File: config.mk
export PLATFORM = sky130hd
export DESIGN_NAME = lfcs_regs
export DESIGN_NICKNAME = d
export VERILOG_FILES = /design/src/include/lfcs_pkg.sv /design/src/rtl/lfcs_regs.sv
export SDC_FILE = /design/constraint.sdc
export NUM_CORES = 1
export LEC_CHECK = 0
export BUFFER_PORTS_ARGS = -buffer_cell sky130_fd_sc_hd__buf_2
export CAP_MARGIN = 20
export CORE_AREA = 2 2 114 116
export CTS_CLUSTER_DIAMETER = 50
export DETAILED_ROUTE_END_ITERATION = 12
export DIE_AREA = 0 0 116 118
export PLACE_DENSITY_LB_ADDON = 0.05
export SLEW_MARGIN = 25
export SYNTH_ARGS = -nofsm -noshare
export SYNTH_HDL_FRONTEND = slang
export SYNTH_SLANG_ARGS = --single-unit
File: constraint.sdc
create_clock -name clk -period 3 [get_ports clk]
set_clock_uncertainty 0.1 [all_clocks]
set_input_delay 0.6 -clock clk [delete_from_list [all_inputs] [get_ports clk]]
set_output_delay 0.6 -clock clk [all_outputs]
set_load 0.02 [all_outputs]
File: src/include/lfcs_pkg.sv
package lfcs_pkg;
  // Register addresses on the command port
  localparam logic [3:0] LFCS_ADDR_CFG5 = 4'h5;
  localparam logic [3:0] LFCS_ADDR_COLCHK = 4'h6;
  localparam logic [3:0] LFCS_ADDR_STATUS = 4'h7;
  localparam int LFCS_W = 9;
  localparam int LFCS_LOWER_REGS = 5;
  // Configuration register 5 fields, row check bit and top column check bit
  localparam int LFCS_AUTO_BIT = 8;
  localparam int LFCS_GATE_BIT = 7;
  localparam int LFCS_DEPTH_HI = 6;
  localparam int LFCS_DEPTH_LO = 5;
  localparam int LFCS_ZCUT_HI = 4;
  localparam int LFCS_ZCUT_LO = 1;
  localparam int LFCS_ROW_BIT = 0;
  localparam int LFCS_COL_TOP = 8;
  // Configuration register 0 fields used here
  localparam int LFCS_ALERT_SEL_BIT = 4;
  localparam int LFCS_EN_HI = 3;
  localparam int LFCS_EN_LO = 1;
  localparam logic [8:0] LFCS_CFG5_RST = 9'h000;
  localparam logic [8:0] LFCS_COLCHK_RST = 9'h000;
  localparam logic [8:0] LFCS_STATUS_RST = 9'h001;
  localparam logic [8:0] LFCS_READ_ZERO = 9'h000;
  // Minimum modulation depth codes, in percent
  localparam logic [1:0] LFCS_DEPTH_C50 = 2'h0;
  localparam logic [1:0] LFCS_DEPTH_C75 = 2'h1;
  localparam logic [1:0] LFCS_DEPTH_C25 = 2'h2;
  localparam logic [6:0] LFCS_PCT_50 = 7'h32;
  localparam logic [6:0] LFCS_PCT_75 = 7'h4b;
  localparam logic [6:0] LFCS_PCT_25 = 7'h19;
  localparam logic [6:0] LFCS_PCT_12 = 7'h0c;
  localparam int LFCS_DB_PER_STEP = 2;
  localparam int LFCS_SYNC_W = 13;

  typedef struct packed {
    logic z_channel_passing;
    logic y_channel_passing;
    logic x_channel_passing;
    logic gain_loop_active;
    logic z_woke_front_end;
    logic y_woke_front_end;
    logic x_woke_front_end;
    logic alarm;
    logic check_error_flag;
  } lfcs_status_s;

  typedef struct packed {
    logic [2:0] demod_high;
    logic [2:0] chan_data;
    logic gain_regulating;
    logic gain_settled;
    logic [2:0] wake_hit;
    logic alarm_expired;
    logic stab_done;
  } lfcs_pins_s;
endpackage

File: src/rtl/lfcs_regs.sv
`timescale 1ns/1ns
//////////////////////////////////////////////////////////////////////////////
// Notes on behaviour
// Auto pick keeps channels whose demodulator is high at stabilization end.
// Gating flag withholds demodulated output until the gain loop regulates.
// Depth code 00=50%, 01=75%, 10=25%, 11=12%.
// Z sensitivity cut is a monotonic 2 dB step code, 0 to 30 dB.
// Host makes every 9-bit configuration word hold odd ones.
// Host sets low column check bits odd across registers 0 to 5.
// Host sets top column check bit odd with the row check bits of registers 0 to 5.
// Channel passing flags high while channel passes data, low in standby.
// Gain loop active flag follows the regulating gain loop in real time.
// Wake flag set when that channel woke the front end.
// Alarm flag set on alarm timer expiry; may drive alert low.
// Parity error shown live in status and drives alert low.
// Power-on reset clears status except the parity error flag.
// Status read clears only alarm; sleep changes no status bit.
// Soft reset clears passing, gain and wake flags, keeps alarm, error.
// Configuration registers read and write; status writes ignored.
// Alert source select adds alarm to parity error as alert cause.
// Row and column odd parity checked continuously over registers 0 to 6.
module lfcs_regs
  import lfcs_pkg::*;
(
  input wire logic clk,
  input wire logic reset,
  input wire logic ce,
  input wire logic wr_en,
  input wire logic rd_en,
  input wire logic [3:0] addr,
  input wire logic [8:0] wr_data,
  output logic [8:0] rd_data,
  input wire logic [LFCS_LOWER_REGS-1:0][8:0] lower_cfg,
  input wire logic soft_reset,
  input wire logic sleep_cmd,
  input wire logic standby,
  input wire lfcs_pins_s pins,
  output logic [2:0] channel_keep,
  output logic demod_out_enable,
  output logic [6:0] min_depth_pct,
  output logic [4:0] z_cut_db,
  output logic alert_n,
  output lfcs_status_s status
);
  logic [8:0] front_end_config_five;
  logic [8:0] column_check_bits;
  logic [8:0] next_cfg5;
  logic [8:0] next_col;
  logic [8:0] next_rd_data;
  lfcs_pins_s sync1;
  lfcs_pins_s sync2;
  lfcs_pins_s sync_prev;
  logic [2:0] next_keep;
  lfcs_status_s next_status;
  logic [2:0] wake_rise;
  logic alarm_rise;
  logic stab_rise;
  logic status_read;
  logic parity_bad;
  logic [6:0] next_pct;
  logic [4:0] next_cut;
  logic auto_channel_pick;
  logic gate_output_on_gain_lock;
  logic [1:0] min_modulation_depth;
  logic [3:0] z_sensitivity_cut;
  logic alert_source_select;

  assign auto_channel_pick = front_end_config_five[LFCS_AUTO_BIT];
  assign gate_output_on_gain_lock = front_end_config_five[LFCS_GATE_BIT];
  assign min_modulation_depth = front_end_config_five[LFCS_DEPTH_HI:LFCS_DEPTH_LO];
  assign z_sensitivity_cut = front_end_config_five[LFCS_ZCUT_HI:LFCS_ZCUT_LO];
  assign alert_source_select = lower_cfg[0][LFCS_ALERT_SEL_BIT];

  //////////////////////////////////////////////////////////////////////////////
  // Pin synchronisers; only the second stage and its delay feed logic
  always_ff @(posedge clk or posedge reset)
  begin
    if (reset)
    begin
      sync1 <= '0;
      sync2 <= '0;
      sync_prev <= '0;
    end
    else if (ce)
    begin
      sync1 <= pins;
      sync2 <= sync1;
      sync_prev <= sync2;
    end
  end

  assign wake_rise = sync2.wake_hit & ~sync_prev.wake_hit;
  assign alarm_rise = sync2.alarm_expired & ~sync_prev.alarm_expired;
  assign stab_rise = sync2.stab_done & ~sync_prev.stab_done;
  assign status_read = rd_en && (addr == LFCS_ADDR_STATUS);

  //////////////////////////////////////////////////////////////////////////////
  // Register writes and reads
  always_comb
  begin
    next_cfg5 = front_end_config_five;
    next_col = column_check_bits;
    // Status has no write path at all
    if (wr_en && addr == LFCS_ADDR_CFG5)
    begin
      next_cfg5 = wr_data;
    end
    if (wr_en && addr == LFCS_ADDR_COLCHK)
    begin
      next_col = wr_data;
    end
    next_rd_data = rd_data;
    if (rd_en)
    begin
      case (addr)
        LFCS_ADDR_CFG5: next_rd_data = front_end_config_five;
        LFCS_ADDR_COLCHK: next_rd_data = column_check_bits;
        LFCS_ADDR_STATUS: next_rd_data = status;
        default: next_rd_data = LFCS_READ_ZERO;
      endcase
    end
  end

  always_ff @(posedge clk or posedge reset)
  begin
    if (reset)
    begin
      front_end_config_five <= LFCS_CFG5_RST;
      column_check_bits <= LFCS_COLCHK_RST;
      rd_data <= LFCS_READ_ZERO;
    end
    else if (ce)
    begin
      front_end_config_five <= next_cfg5;
      column_check_bits <= next_col;
      rd_data <= next_rd_data;
    end
  end

  //////////////////////////////////////////////////////////////////////////////
  // Odd parity over rows 0..6 and columns; host keeps words odd
  always_comb
  begin
    logic row_sum;
    logic [LFCS_W-1:0] col_sum;
    parity_bad = 1'b0;
    row_sum = 1'b0;
    col_sum = column_check_bits;
    for (int r = 0; r < LFCS_LOWER_REGS; r++)
    begin
      parity_bad = parity_bad | ~(^lower_cfg[r]);
      col_sum = col_sum ^ lower_cfg[r];
      row_sum = row_sum ^ lower_cfg[r][LFCS_ROW_BIT];
    end
    parity_bad = parity_bad | ~(^front_end_config_five) | ~(^column_check_bits);
    col_sum = col_sum ^ front_end_config_five;
    row_sum = row_sum ^ front_end_config_five[LFCS_ROW_BIT];
    // Top column bit checks row bits, not bit 8 of the rows
    col_sum[LFCS_COL_TOP] = column_check_bits[LFCS_COL_TOP] ^ row_sum;
    for (int b = LFCS_ROW_BIT + 1; b < LFCS_W; b++)
    begin
      parity_bad = parity_bad | ~col_sum[b];
    end
  end

  //////////////////////////////////////////////////////////////////////////////
  // Channel selection and status flags
  always_comb
  begin
    next_keep = channel_keep;
    if (!auto_channel_pick)
    begin
      next_keep = ~lower_cfg[0][LFCS_EN_HI:LFCS_EN_LO];
    end
    else if (stab_rise)
    begin
      next_keep = sync2.demod_high;
    end
    next_status = status;
    // Passing and gain flags are live; soft reset zeroes them for each cycle that soft_reset is high
    {next_status.z_channel_passing, next_status.y_channel_passing,
     next_status.x_channel_passing} =
      channel_keep & sync2.chan_data & {3{sync2.gain_settled & ~standby}};
    next_status.gain_loop_active = sync2.gain_regulating;
    if (soft_reset)
    begin
      next_status.z_channel_passing = 1'b0;
      next_status.y_channel_passing = 1'b0;
      next_status.x_channel_passing = 1'b0;
      next_status.gain_loop_active = 1'b0;
      next_status.z_woke_front_end = 1'b0;
      next_status.y_woke_front_end = 1'b0;
      next_status.x_woke_front_end = 1'b0;
    end
    // Set after clear so a wake in the clearing cycle survives
    next_status.z_woke_front_end = next_status.z_woke_front_end | wake_rise[2];
    next_status.y_woke_front_end = next_status.y_woke_front_end | wake_rise[1];
    next_status.x_woke_front_end = next_status.x_woke_front_end | wake_rise[0];
    if (status_read)
    begin
      next_status.alarm = 1'b0;
    end
    next_status.alarm = next_status.alarm | alarm_rise;
    next_status.check_error_flag = parity_bad;
  end

  always_ff @(posedge clk or posedge reset)
  begin
    if (reset)
    begin
      channel_keep <= '0;
      status <= LFCS_STATUS_RST;
    end
    else if (ce)
    begin
      channel_keep <= next_keep;
      status <= next_status; // sleep_cmd deliberately unused here
    end
  end

  //////////////////////////////////////////////////////////////////////////////
  // Decoded controls toward the analog side
  always_comb
  begin
    case (min_modulation_depth)
      LFCS_DEPTH_C50: next_pct = LFCS_PCT_50;
      LFCS_DEPTH_C75: next_pct = LFCS_PCT_75;
      LFCS_DEPTH_C25: next_pct = LFCS_PCT_25;
      default: next_pct = LFCS_PCT_12;
    endcase
    next_cut = 5'(z_sensitivity_cut * LFCS_DB_PER_STEP);
  end

  always_ff @(posedge clk or posedge reset)
  begin
    if (reset)
    begin
      min_depth_pct <= LFCS_PCT_50;
      z_cut_db <= '0;
    end
    else if (ce)
    begin
      min_depth_pct <= next_pct;
      z_cut_db <= next_cut;
    end
  end

  assign demod_out_enable = ~gate_output_on_gain_lock | status.gain_loop_active;
  assign alert_n = ~(status.check_error_flag | (alert_source_select & status.alarm));

  //////////////////////////////////////////////////////////////////////////////
  // Checks
  AST_ALARM_SET: assert property (@(posedge clk) disable iff (reset)
    ce && alarm_rise |=> status.alarm)
    else $error("alarm flag missed timer expiry");
  AST_ALARM_READ: assert property (@(posedge clk) disable iff (reset)
    ce && status_read && !alarm_rise |=> !status.alarm)
    else $error("status read did not clear alarm");
  AST_SOFT_CLEAR: assert property (@(posedge clk) disable iff (reset)
    ce && soft_reset && wake_rise == 3'h0
    |=> status[8:2] == 7'h00 ##1 !ce || status[4:2] == 3'h0 || $past(wake_rise) != 3'h0)
    else $error("soft reset left channel flags set");
  AST_SOFT_KEEP: assert property (@(posedge clk) disable iff (reset)
    ce && soft_reset && !status_read && !alarm_rise |=> $stable(status.alarm))
    else $error("soft reset disturbed the alarm flag");
  AST_PARITY: assert property (@(posedge clk) disable iff (reset)
    ce |=> status.check_error_flag == $past(parity_bad))
    else $error("parity error flag lags the check");
  AST_ALERT: assert property (@(posedge clk) disable iff (reset)
    status.alarm && alert_source_select |-> !alert_n)
    else $error("alarm did not reach alert");
  AST_CFG_WRITE: assert property (@(posedge clk) disable iff (reset)
    ce && wr_en && addr == LFCS_ADDR_CFG5 |=> front_end_config_five == $past(wr_data))
    else $error("configuration write lost");
  AST_AUTO_PICK: assert property (@(posedge clk) disable iff (reset)
    ce && auto_channel_pick && stab_rise |=> channel_keep == $past(sync2.demod_high))
    else $error("auto pick did not latch demodulator state");
  AST_GATE: assert property (@(posedge clk) disable iff (reset)
    gate_output_on_gain_lock && !status.gain_loop_active |-> !demod_out_enable)
    else $error("output passed before gain lock");
  AST_DEPTH: assert property (@(posedge clk) disable iff (reset)
    ce && min_modulation_depth == LFCS_DEPTH_C75 |=> min_depth_pct == LFCS_PCT_75)
    else $error("depth decode wrong");
  AST_ALERT_PARITY: assert property (@(posedge clk) disable iff (reset)
    status.check_error_flag |-> !alert_n)
    else $error("parity error did not reach alert");
  AST_ALERT_QUIET: assert property (@(posedge clk) disable iff (reset)
    !status.check_error_flag && !alert_source_select |-> alert_n)
    else $error("alert raised without a selected cause");
  AST_SLEEP_HOLD: assert property (@(posedge clk) disable iff (reset)
    ce && sleep_cmd && !soft_reset && !status_read && wake_rise == 3'h0 && !alarm_rise
    |=> status[4:1] == $past(status[4:1]))
    else $error("sleep disturbed sticky status flags");
  AST_STANDBY: assert property (@(posedge clk) disable iff (reset)
    ce && standby |=> status[8:6] == 3'h0)
    else $error("channel passing flag set in standby");
  AST_GAIN_LIVE: assert property (@(posedge clk) disable iff (reset)
    ce && !soft_reset |=> status.gain_loop_active == $past(sync2.gain_regulating))
    else $error("gain loop flag does not follow the loop");
  COV_ALARM_READ: cover property (@(posedge clk) status.alarm ##1 status_read ##1 !status.alarm);
  COV_WAKE: cover property (@(posedge clk) disable iff (reset) |wake_rise ##1 soft_reset);
  COV_PARITY_OK: cover property (@(posedge clk) disable iff (reset) !status.check_error_flag);
  COV_AUTO_PICK: cover property (@(posedge clk) disable iff (reset)
    auto_channel_pick && stab_rise);
endmodule // lfcs_regs

==> flow_summary.ini, run 1 <==
[worst_setup_path]
cp.arrival_ns = 1.14
r2r_cells = 6
start_kind = register
required_ns = 2.30
reg2reg_slack_ns = 1.17
crit_fanout = 4
reg2reg_from = front_end_config_five[5]
r2r-end = status[0]
end_kind = output pin
path_class = register to output pin

[global_routing]
busiest_layer = met2
use_met1_pct = 21.5
antenna_found_initial = 1
grt.overflow.total = 0
grt_pass1_vias = 3072
grt_max_degree = 53
grtUsageMet3_pct = 4.22
met2_usage_pct = 23.9
grt_first_pass_wirelength_mm = 16.2
track_usage_pct = 15.6

[timing]
slew_viol_final = 0
fmax_mhz = 543
worst_pin_slew_ns = 0.898
final-hold-violation-count = 0
setup_violations = 0
tns_ns = 0
fin_crit_sh_pct = 61.4
max_slew_margin_pct = 40.1
period_needed_ns = 1.84
rsz0062_at_grt = false

[placement]
gp_congestion = 0.743
place_inst = 636
numPortBuffers = 111
hpwl_mm = 7.99

[clock_tree]
cts_hold_buf = 0
cts-root-buf = clkbuf_16
cts_tree = done
clockBufferDepth = 2
cts.sinks = 81
clock_latency_ns = 0.33
cts_made_buffers = 9
post_cts_buffers = 0
ctsResizeCount = 0
cts_max_level = 3
path_clk_slew_ns = 0.06

[run_status]
outcome = complete, no violations

[floorplanning]
die-area_sq_mm = 0.0137
row_count = 41
fp.dieH_um = 118
core_area_sq_mm = 0.0124
initial_utilization_pct = 34.2
die_width_um = 116
io_pins = 114

[job]
max_cap_viol_count = 0

[logic_synthesis]
synth_area_per_cell_sq_um = 11.8
synth_cell_types = 33
yosys_warnings = 0
ys_seq_area_share_pct = 47.8
syn_nets = 445
ys_seq_elements = 81
synth_area_sq_mm = 0.00425
synthCells = 360

[pwr]
p_seq_share_pct = 41.0
pwr-share-clk_pct = 31.0
switchingPower_uw = 1070
powerDensity_mw_per_mm2 = 669
power.internal_uw = 2470
finalPower_uw = 3540
netSwitchingFraction_pct = 30.2
power_frac_comb_pct = 27.9
p_leak_uw = 0.00235
ir_drop_uv = 360

[final_layout]
nNetsFinal = 560
syn2layout_area_growth_pct = 24.5
mostFrequentLayoutCell = buf_2
layout-drive-gt1-share_pct = 40.5
stdcell_count = 652
mostFrequentLayoutCells = buf_2 (111), xnor2_1 (88), dfrtp_1 (77)

[drt]
ant_nets = 0
drt_iter0_drc = 116
drc = 0
viasPerCell = 4.60
wire_per_inst_um = 15.8
vias = 3002
first_pass_iters = 6
totalWireLength_mm = 10.3

[worst_hold_path]
hp-class = input pin to async pin
-- worst max-delay path by stage --
stage | start | to | slack (ns) | cells past startpoint
after floorplan | reset | channel_keep[0] | 0.23 | 1
after global placement | addr[3] | front_end_config_five[2] | 0.84 | 6
after detailed placement | addr[3] | front_end_config_five[0] | 0.82 | 6
after CTS | front_end_config_five[5] | status[0] | 1.12 | 6
after global routing | addr[3] | front_end_config_five[7] | 1.03 | 6
final | status[1] | alert_n | 1.16 | 2
-- registers in the layout (all words and copies together) (netlist names), 5 cells and up --
signal                 flops
sync2                     13
rd_data                    9
min_depth_pct              7
column_check_bits          9
sync1                     13
status                     9
front_end_config_five      9
sync_prev                  5
-- Yosys cell counts --
cell type,count,area [sq um]
o2111ai_1,1,8.76
a21boi_0,1,7.51
and3_1,3,18.8
a31oi_1,1,6.26
nand4_1,2,12.5
nor2_1,6,22.5
mux2_2,56,631
dfstp_2,4,105
nor4_1,2,12.5
xnor2_1,88,771
xor2_1,14,123
buf_6,2,22.5
buf_4,2,15.0
a222oi_1,9,90.1
nor4bb_1,1,10.0
inv_1,11,41.3
nand2_1,25,93.8
or3_1,1,6.26
buf_2,2,10.0
nand3b_1,1,7.51
nand2b_1,1,6.26
o21ai_0,24,120
nor2_2,1,6.26
nand3_1,5,25.0
conb_1,1,3.75
buf_1,3,11.3
nor2b_2,1,8.76
clkbuf_1,4,15.0
dfrtp_1,77,1930
ha_1,6,75.1
and3b_1,1,8.76
a21oi_1,2,10.0
a32o_1,2,20.0
-- area by class of cell --
cell class / count / area (sq um)
diodes: 1 / 2.50
clock buffers: 12 / 256
clock inverters: 3 / 40.0
fillers: 1244 / 7120
inverters: 11 / 42.5
multi-input cells: 255 / 2100
flip-flops and latches: 81 / 2030
well taps: 172 / 215
repair buffers: 117 / 601
-- cells by family (layout without fill, tap and decap cells) --
logic type	after synthesis	in the layout	share of synthesized area [%]
adder cells (fa/ha/maj)	6	6	1.77
AO/OA/AOI/OAI	40	40	6.18
flip-flops	81	81	47.8
buffers and inverters	24	143	2.71
other	1	2	0.0882
multiplexers	56	56	14.8
XOR/XNOR	102	102	21.0
AND/OR/NAND/NOR	50	50	5.62
-- power groups by stage --
stage	clock network (uW)	logic, uW	registers [uW]
global placement	0	994	1480
global route	1190	1090	1480
finish	1100	990	1450
CTS	1130	1010	1460
detailed placement	0	1010	1480
floorplan	0	667	1500
-- worst max-delay path: stages, from the launching register on --
cell and delay (ns):
dfrtp_1 0.47, a21oi_1 0.16, buf_2 0.18
-- metrics by stage --
step | cell area (sq um) | utilization (%) | setup slack [ns] | hold slack (ns)
final | 5290 | 42.6 | 1.16 | 0.337
after global routing | 5290 | 42.6 | 1.03 | 0.369
after CTS | 5290 | 42.6 | 1.12 | 0.357
after detailed placement | 4990 | 40.2 | 0.820 | 0.349
after global placement | 4990 | 40.2 | 0.837 | 0.346
after floorplan | 4250 | - | 0.227 | 0.335
-- per-layer routing --
layer / wire [um] / part of all wire, % / vias to the layer above
li1: - / - / 1460
met4: 112 / 1.1 / 0
met1: 4710 / 46 / 1442
met5: 0 / 0 / -
met3: 697 / 6.8 / 10
met2: 4750 / 46 / 90
Note: power is estimated with default switching activity, not from simulation.
==> run 2, diff against run 1 <==
- ABC_AREA: unset -> 1
- CORE_AREA: 2 2 114 116 -> 2 2 127 129
- DIE_AREA: 0 0 116 118 -> 0 0 129 131
- clock period: 3 -> 1.9 ns (I/O delays scaled with it)
==> run 2 against run 1 <==
Die area up 23%. Worst hold slack worse by 0.29 ns. Final cell count up 69%. First-iteration DRC count up 90%. Via count up 62%. Sequential share of layout area down 6.7 points. Combinational power up 76%. Total power up 60%.
==> flow_summary.ini, run 2 <==
[logic_synthesis]
yosysTopAreaCell = dfrtp_1
ys_seq_area_share_pct = 37.9
synthCells = 778
synth_area_sq_mm = 0.00536
synth_edf_count = 0
syn_nets = 863
yosys_warnings = 0
synth_top_area_share_pct = 36.0
yosysMostFrequentCell = nand2_1
ys.flop_type = dfrtp_1
ys_seq_elements = 81
netlist_top_cells_area = dfrtp_1 (36%), nand2_1 (23%), inv_1 (5.7%)
synth_commonest_cells = nand2_1 (331), inv_1 (82), dfrtp_1 (77)
synth_cell_types = 38
async_flop_share_pct = 100
synth_area_per_cell_sq_um = 6.89

[global_routing]
grt.overflow.total = 0
grt_max_degree = 82
track_usage_pct = 17.5
antenna_found_initial = 0
grt_first_pass_wirelength_mm = 23.1
grt_pass1_vias = 4761

[clock_tree]
cts_max_level = 3
path_clk_slew_ns = 0.06
post_cts_buffers = 0
cts-root-buf = clkbuf_16
clock_latency_ns = 0.33
cts_made_buffers = 9
clockBufferDepth = 2
cts.sinks = 81
cts_tree = done

[timing]
slew_viol_final = 0
period_needed_ns = 1.73
tns_ns = 0
fin_crit_sh_pct = 90.8
rsz0062_at_grt = false
setup_violations = 0
final-hold-violation-count = 0
holdWs_ns = 0.0449
fmax_mhz = 580

[pwr]
ir_drop_uv = 545
finalPower_uw = 5680
powerDensity_mw_per_mm2 = 884
p_leak_uw = 0.00358

[worst_setup_path]
end_kind = register
required_ns = 2.06
start_kind = register
crit_fanout = 6
cp.arrival_ns = 1.89
r2r_cells = 13
path_class = register to register

[placement]
hpwl_mm = 11.2
gp_congestion = 0.799
numPortBuffers = 111

[job]
max_cap_viol_count = 0

[floorplanning]
core_area_sq_mm = 0.0156
initial_utilization_pct = 34.4
die-area_sq_mm = 0.0169
row_count = 46
fp.dieH_um = 131
io_pins = 114
die_width_um = 129

[final_layout]
mostFrequentLayoutCells = nand2_1 (331), buf_2 (111), inv_1 (81)
layout-drive-gt1-share_pct = 19.8
syn2layout_area_growth_pct = 20.0
diodes = 0
top_regs = sync1: 13 flops, sync2: 13 flops
nNetsFinal = 965
mostFrequentLayoutCell = nand2_1

[drt]
first_pass_iters = 4
drt_iter0_drc = 220
viasPerCell = 4.42
ant_nets = 0
vias = 4871
wire_per_inst_um = 12.9
totalWireLength_mm = 14.2
drc = 0

[run_status]
outcome = complete, no violations

[worst_hold_path]
hp-class = input pin to async pin
## run 2: changes by cell type in the layout (fill, tap and decap cells not counted), sizes merged, moves of 32 or more
cell / change
mux2: -56
inv: +77
o21ai: +33
xnor2: -53
nand2: +311
nand3: +32
## run 2: power by group
group          leakage [uW]  internal [uW]  switching [uW]
logic               0.00242            681            1060
registers           0.00102           1970             258
clock network      0.000144           1050             667
total               0.00358           3700            1980
## run 2: kinds of logic after synthesis
| logic type | count (synthesis) | synth area share [%] |
|---|---|---|
| DFF | 81 | 37.9 |
| adders and majority gates | 6 | 1.40 |
| buffers and inverters | 125 | 9.76 |
| xor gates and xnor gates | 59 | 9.64 |
| other | 1 | 0.0700 |
| and+or+nand+nor | 429 | 32.5 |
| AOI/OAI and AO/OA | 77 | 8.69 |
## run 2: final cells by class
| cell class | instances | area (sq um) |
|---|---|---|
| Timing Repair Buffer | 127 | 688 |
| Clock buffer | 13 | 250 |
| Fill cell | 1658 | 9170 |
| Clock inverter | 3 | 40.0 |
| Multi-Input combinational cell | 572 | 2800 |
| Inverter | 89 | 340 |
| Tap cell | 216 | 270 |
| Sequential cell | 81 | 2040 |
## run 2: worst paths after layout
kind                                                from                    to  slack, ns
worst max-delay path            front_end_config_five[4]             status[0]       0.17
worst min-delay path                               reset  column_check_bits[2]       0.04
worst max register to register  front_end_config_five[4]             status[0]       0.17
worst min register to register              sync_prev[4]             status[4]       0.36
max in group asynchronous                          reset      min_depth_pct[4]       1.26
min in group clk                                 pins[1]              sync1[1]       0.15
## run 2: through the flow
step	cell area, sq um	worst slack (ns)	instances	utilization [%]
6_report	6430	0.175	1101	41.2
5_1_grt	6430	0.000539	1101	41.2
3_5_place_dp	6130	0.116	1085	39.3
3_3_place_gp	6130	0.136	1085	39.3
4_1_cts	6420	0.128	1101	41.2
2_1_floorplan	5360	0.384	778	-
## run 2: timing repair
item                                    4_1_cts  5_1_grt
gates resized for setup                       0        4
endpoints found under the setup margin        0        1
hold buffers                                  0        0
## run 2: layer usage
layer | up-vias | part of all wire [%] | global-route usage, %
met3 | 11 | 3.9 | 2.69
met2 | 96 | 48 | 31.1
met1 | 2189 | 47 | 22.4
li1 | 2575 | - | -
met5 | - | 0 | 0
met4 | 0 | 1.1 | 4.73
## run 2: worst max-delay path: stages (launching register included)
cell	delay, ns
dfrtp_1	0.49
inv_2	0.11
nor2_1	0.15
nor2_1	0.07
nand2_1	0.06
nand2_1	0.08
nand2_1	0.08
nand2_1	0.05
nand2_1	0.05
nand2_1	0.08
nor2_2	0.08
nand3_1	0.07
nor2_1	0.13
nor2_1	0.05
==> run 3, diff against run 2 <==
--- a/config.mk
+++ b/config.mk
@@ -13,5 +13,6 @@
 export DETAILED_ROUTE_END_ITERATION = 12
 export DIE_AREA = 0 0 129 131
-export PLACE_DENSITY_LB_ADDON = 0.05
+export PLACE_DENSITY = 0.57
+export REMOVE_ABC_BUFFERS = 1
 export SLEW_MARGIN = 25
 export SYNTH_ARGS = -nofsm -noshare
==> constraint.sdc (replaced) <==
create_clock -name clk -period 1.9 [get_ports clk]
set_clock_uncertainty 0.1 [all_clocks]
set_input_delay 0.19 -clock clk [delete_from_list [all_inputs] [get_ports clk]]
set_output_delay 0.19 -clock clk [all_outputs]
set_load 0.02 [all_outputs]
==> run 3 against run 2 <==
Sequential power is essentially flat. Total power grew 6.3%. Critical path depth is the same. Utilization grew 1.2 points. Via count shrank 1.0%. Flip-flop and latch count is the same. Largest cell class unchanged. Largest power group unchanged.
==> flow_summary.ini, run 3 (synthesis results as in run 2) <==
[final_layout]
nFillCells = 1655
mostFrequentLayoutCell = nand2_1
stdcell_count = 1112
diodes = 0
seq_area_sq_mm = 0.00203
multi_input_area_sq_mm = 0.00280
nNetsFinal = 976
top_regs = sync1: 13 flops, sync2: 13 flops
layout-drive-gt1-share_pct = 19.1
layout.cell_area.non_filler_sq_mm = 0.00662
syn2layout_area_growth_pct = 23.6
mostFrequentLayoutCells = nand2_1 (331), buf_2 (111), inv_1 (81)

[worst_setup_path]
start_kind = register
crit_fanout = 6
reg2reg_slack_ns = 0.25
cpMaxStageDelayCell = dfrtp_1
startpoint = column_check_bits[4]
cp.buffers_inverters = 1
cp_common_cell = nand2_1
r2r-end = status[0]
end_kind = register
crit_family = simple AND/OR/NAND/NOR gates
crit_path_cell_trace = or2_1 -> nand2_1 -> nand2_1 -> nand2_1 -> inv_2 -> nand2_2 -> nand2_1 -> nand2_1 -> nand2_1 -> nor2_1 -> nand3_1 -> nor2_1 -> nor2_1
r2r_cells = 13
cp.arrival_ns = 1.81
path_class = register to register
required_ns = 2.06
max_stage_delay_ns = 0.46
reg2reg_from = column_check_bits[4]

[worst_hold_path]
hold_path_depth = 3
hp-class = input pin to register
hold_start = wr_data[1]
min_delay_worst_endpoint = column_check_bits[1]

[placement]
gp_congestion = 0.797
hpwl_mm = 10.9
post-place-ws_ns = 0.207
postPlaceCellArea_sq_mm = 0.00612
numPortBuffers = 111
place_inst = 1082

[global_routing]
grt_max_degree = 31
track_usage_pct = 16.9
grt_first_pass_wirelength_mm = 22.4
antenna_found_initial = 0
grt.overflow.total = 0
grt_pass1_vias = 4536

[timing]
max_slew_margin_pct = 62.3
final-hold-violation-count = 0
fmax_mhz = 606
setup_slack_ns = 0.249
tns_ns = 0
fin_crit_sh_pct = 86.9
slew_viol_final = 0
worst_pin_slew_ns = 0.564
rsz0062_at_grt = false
setup_violations = 0
period_needed_ns = 1.65

[floorplanning]
die-area_sq_mm = 0.0169
core_area_sq_mm = 0.0156
die_width_um = 129
initial_utilization_pct = 34.4
fp.dieH_um = 131
row_count = 46
io_pins = 114

[drt]
ant_nets = 0
drc = 0
totalWireLength_mm = 13.7
first_pass_iters = 5
drt_iter0_drc = 252
vias = 4822
viasPerCell = 4.34
wire_per_inst_um = 12.3

[clock_tree]
post_cts_buffers = 0
cts-root-buf = clkbuf_16
cts_made_buffers = 9
cts_tree = done
cts.sinks = 81
cts_max_level = 3
path_clk_slew_ns = 0.06
clockBufferDepth = 2
clock_latency_ns = 0.33

[job]
max_cap_viol_count = 0

[pwr]
p_leak_uw = 0.00367
powerDensity_mw_per_mm2 = 912
ir_drop_uv = 540
finalPower_uw = 6040

[run_status]
outcome = complete, no violations
-- run 3: cell count changes in the layout (fill, tap and decap cells not counted), sizes merged --
cell / previous run / this run
clkinvlp: 1 / 0
bufinv: 1 / 4
clkinv: 3 / 4
clkbuf: 13 / 10
dlygate4sd3: 0 / 14
buf: 127 / 124
-- run 3: cell type report --
class                           count  area share, %
Sequential cell                    81           30.7
Multi-Input combinational cell    572           42.3
Tap cell                          216           4.08
Clock buffer                       10           3.46
Timing Repair Buffer              138           12.4
Clock inverter                      6           1.96
Inverter                           89           5.10
-- run 3: what timing repair did --
action,4_1_cts,5_1_grt
hold endpoints to repair,40,0
setup endpoints to repair,0,1
resized for setup,0,1
hold buffers,14,0
-- run 3: how the worst max path moves through the flow --
stage                            to  slack [ns]  cells after the start
global route              status[0]        0.01                     13
CTS                       status[0]        0.23                     13
detailed placement  channel_keep[0]        0.21                      5
floorplan           channel_keep[0]       -0.46                      1
finish                    status[0]        0.25                     13
global placement          status[0]        0.26                     13
-- run 3: routing by layer --
layer,global-route usage [%],wire [um]
met1,22.5,6550
met2,29.2,6590
met3,2.93,455
met4,3.07,78
met5,0,0
-- run 3: through the flow --
step / hold slack, ns / utilization, %
after global routing: 0.0369 / 42.5
final: 0.0293 / 42.5
after global placement: 0.164 / 39.3
after CTS: 0.0240 / 42.5
after detailed placement: 0.165 / 39.3
after floorplan: 0.178 / -
-- run 3: where the power goes --
group	leakage, uW	switching (uW)	internal [uW]
combinational	0.00247	1020	687
sequential	0.00102	274	1970
clock	0.000176	684	1410
-- run 3: worst reg2reg max path: cells and delay by family, from the launching register on --
kind | cells | cell delay [ns]
and+or+nand+nor | 12 | 0.99
DFF | 1 | 0.46
buffers and inverters | 1 | 0.04
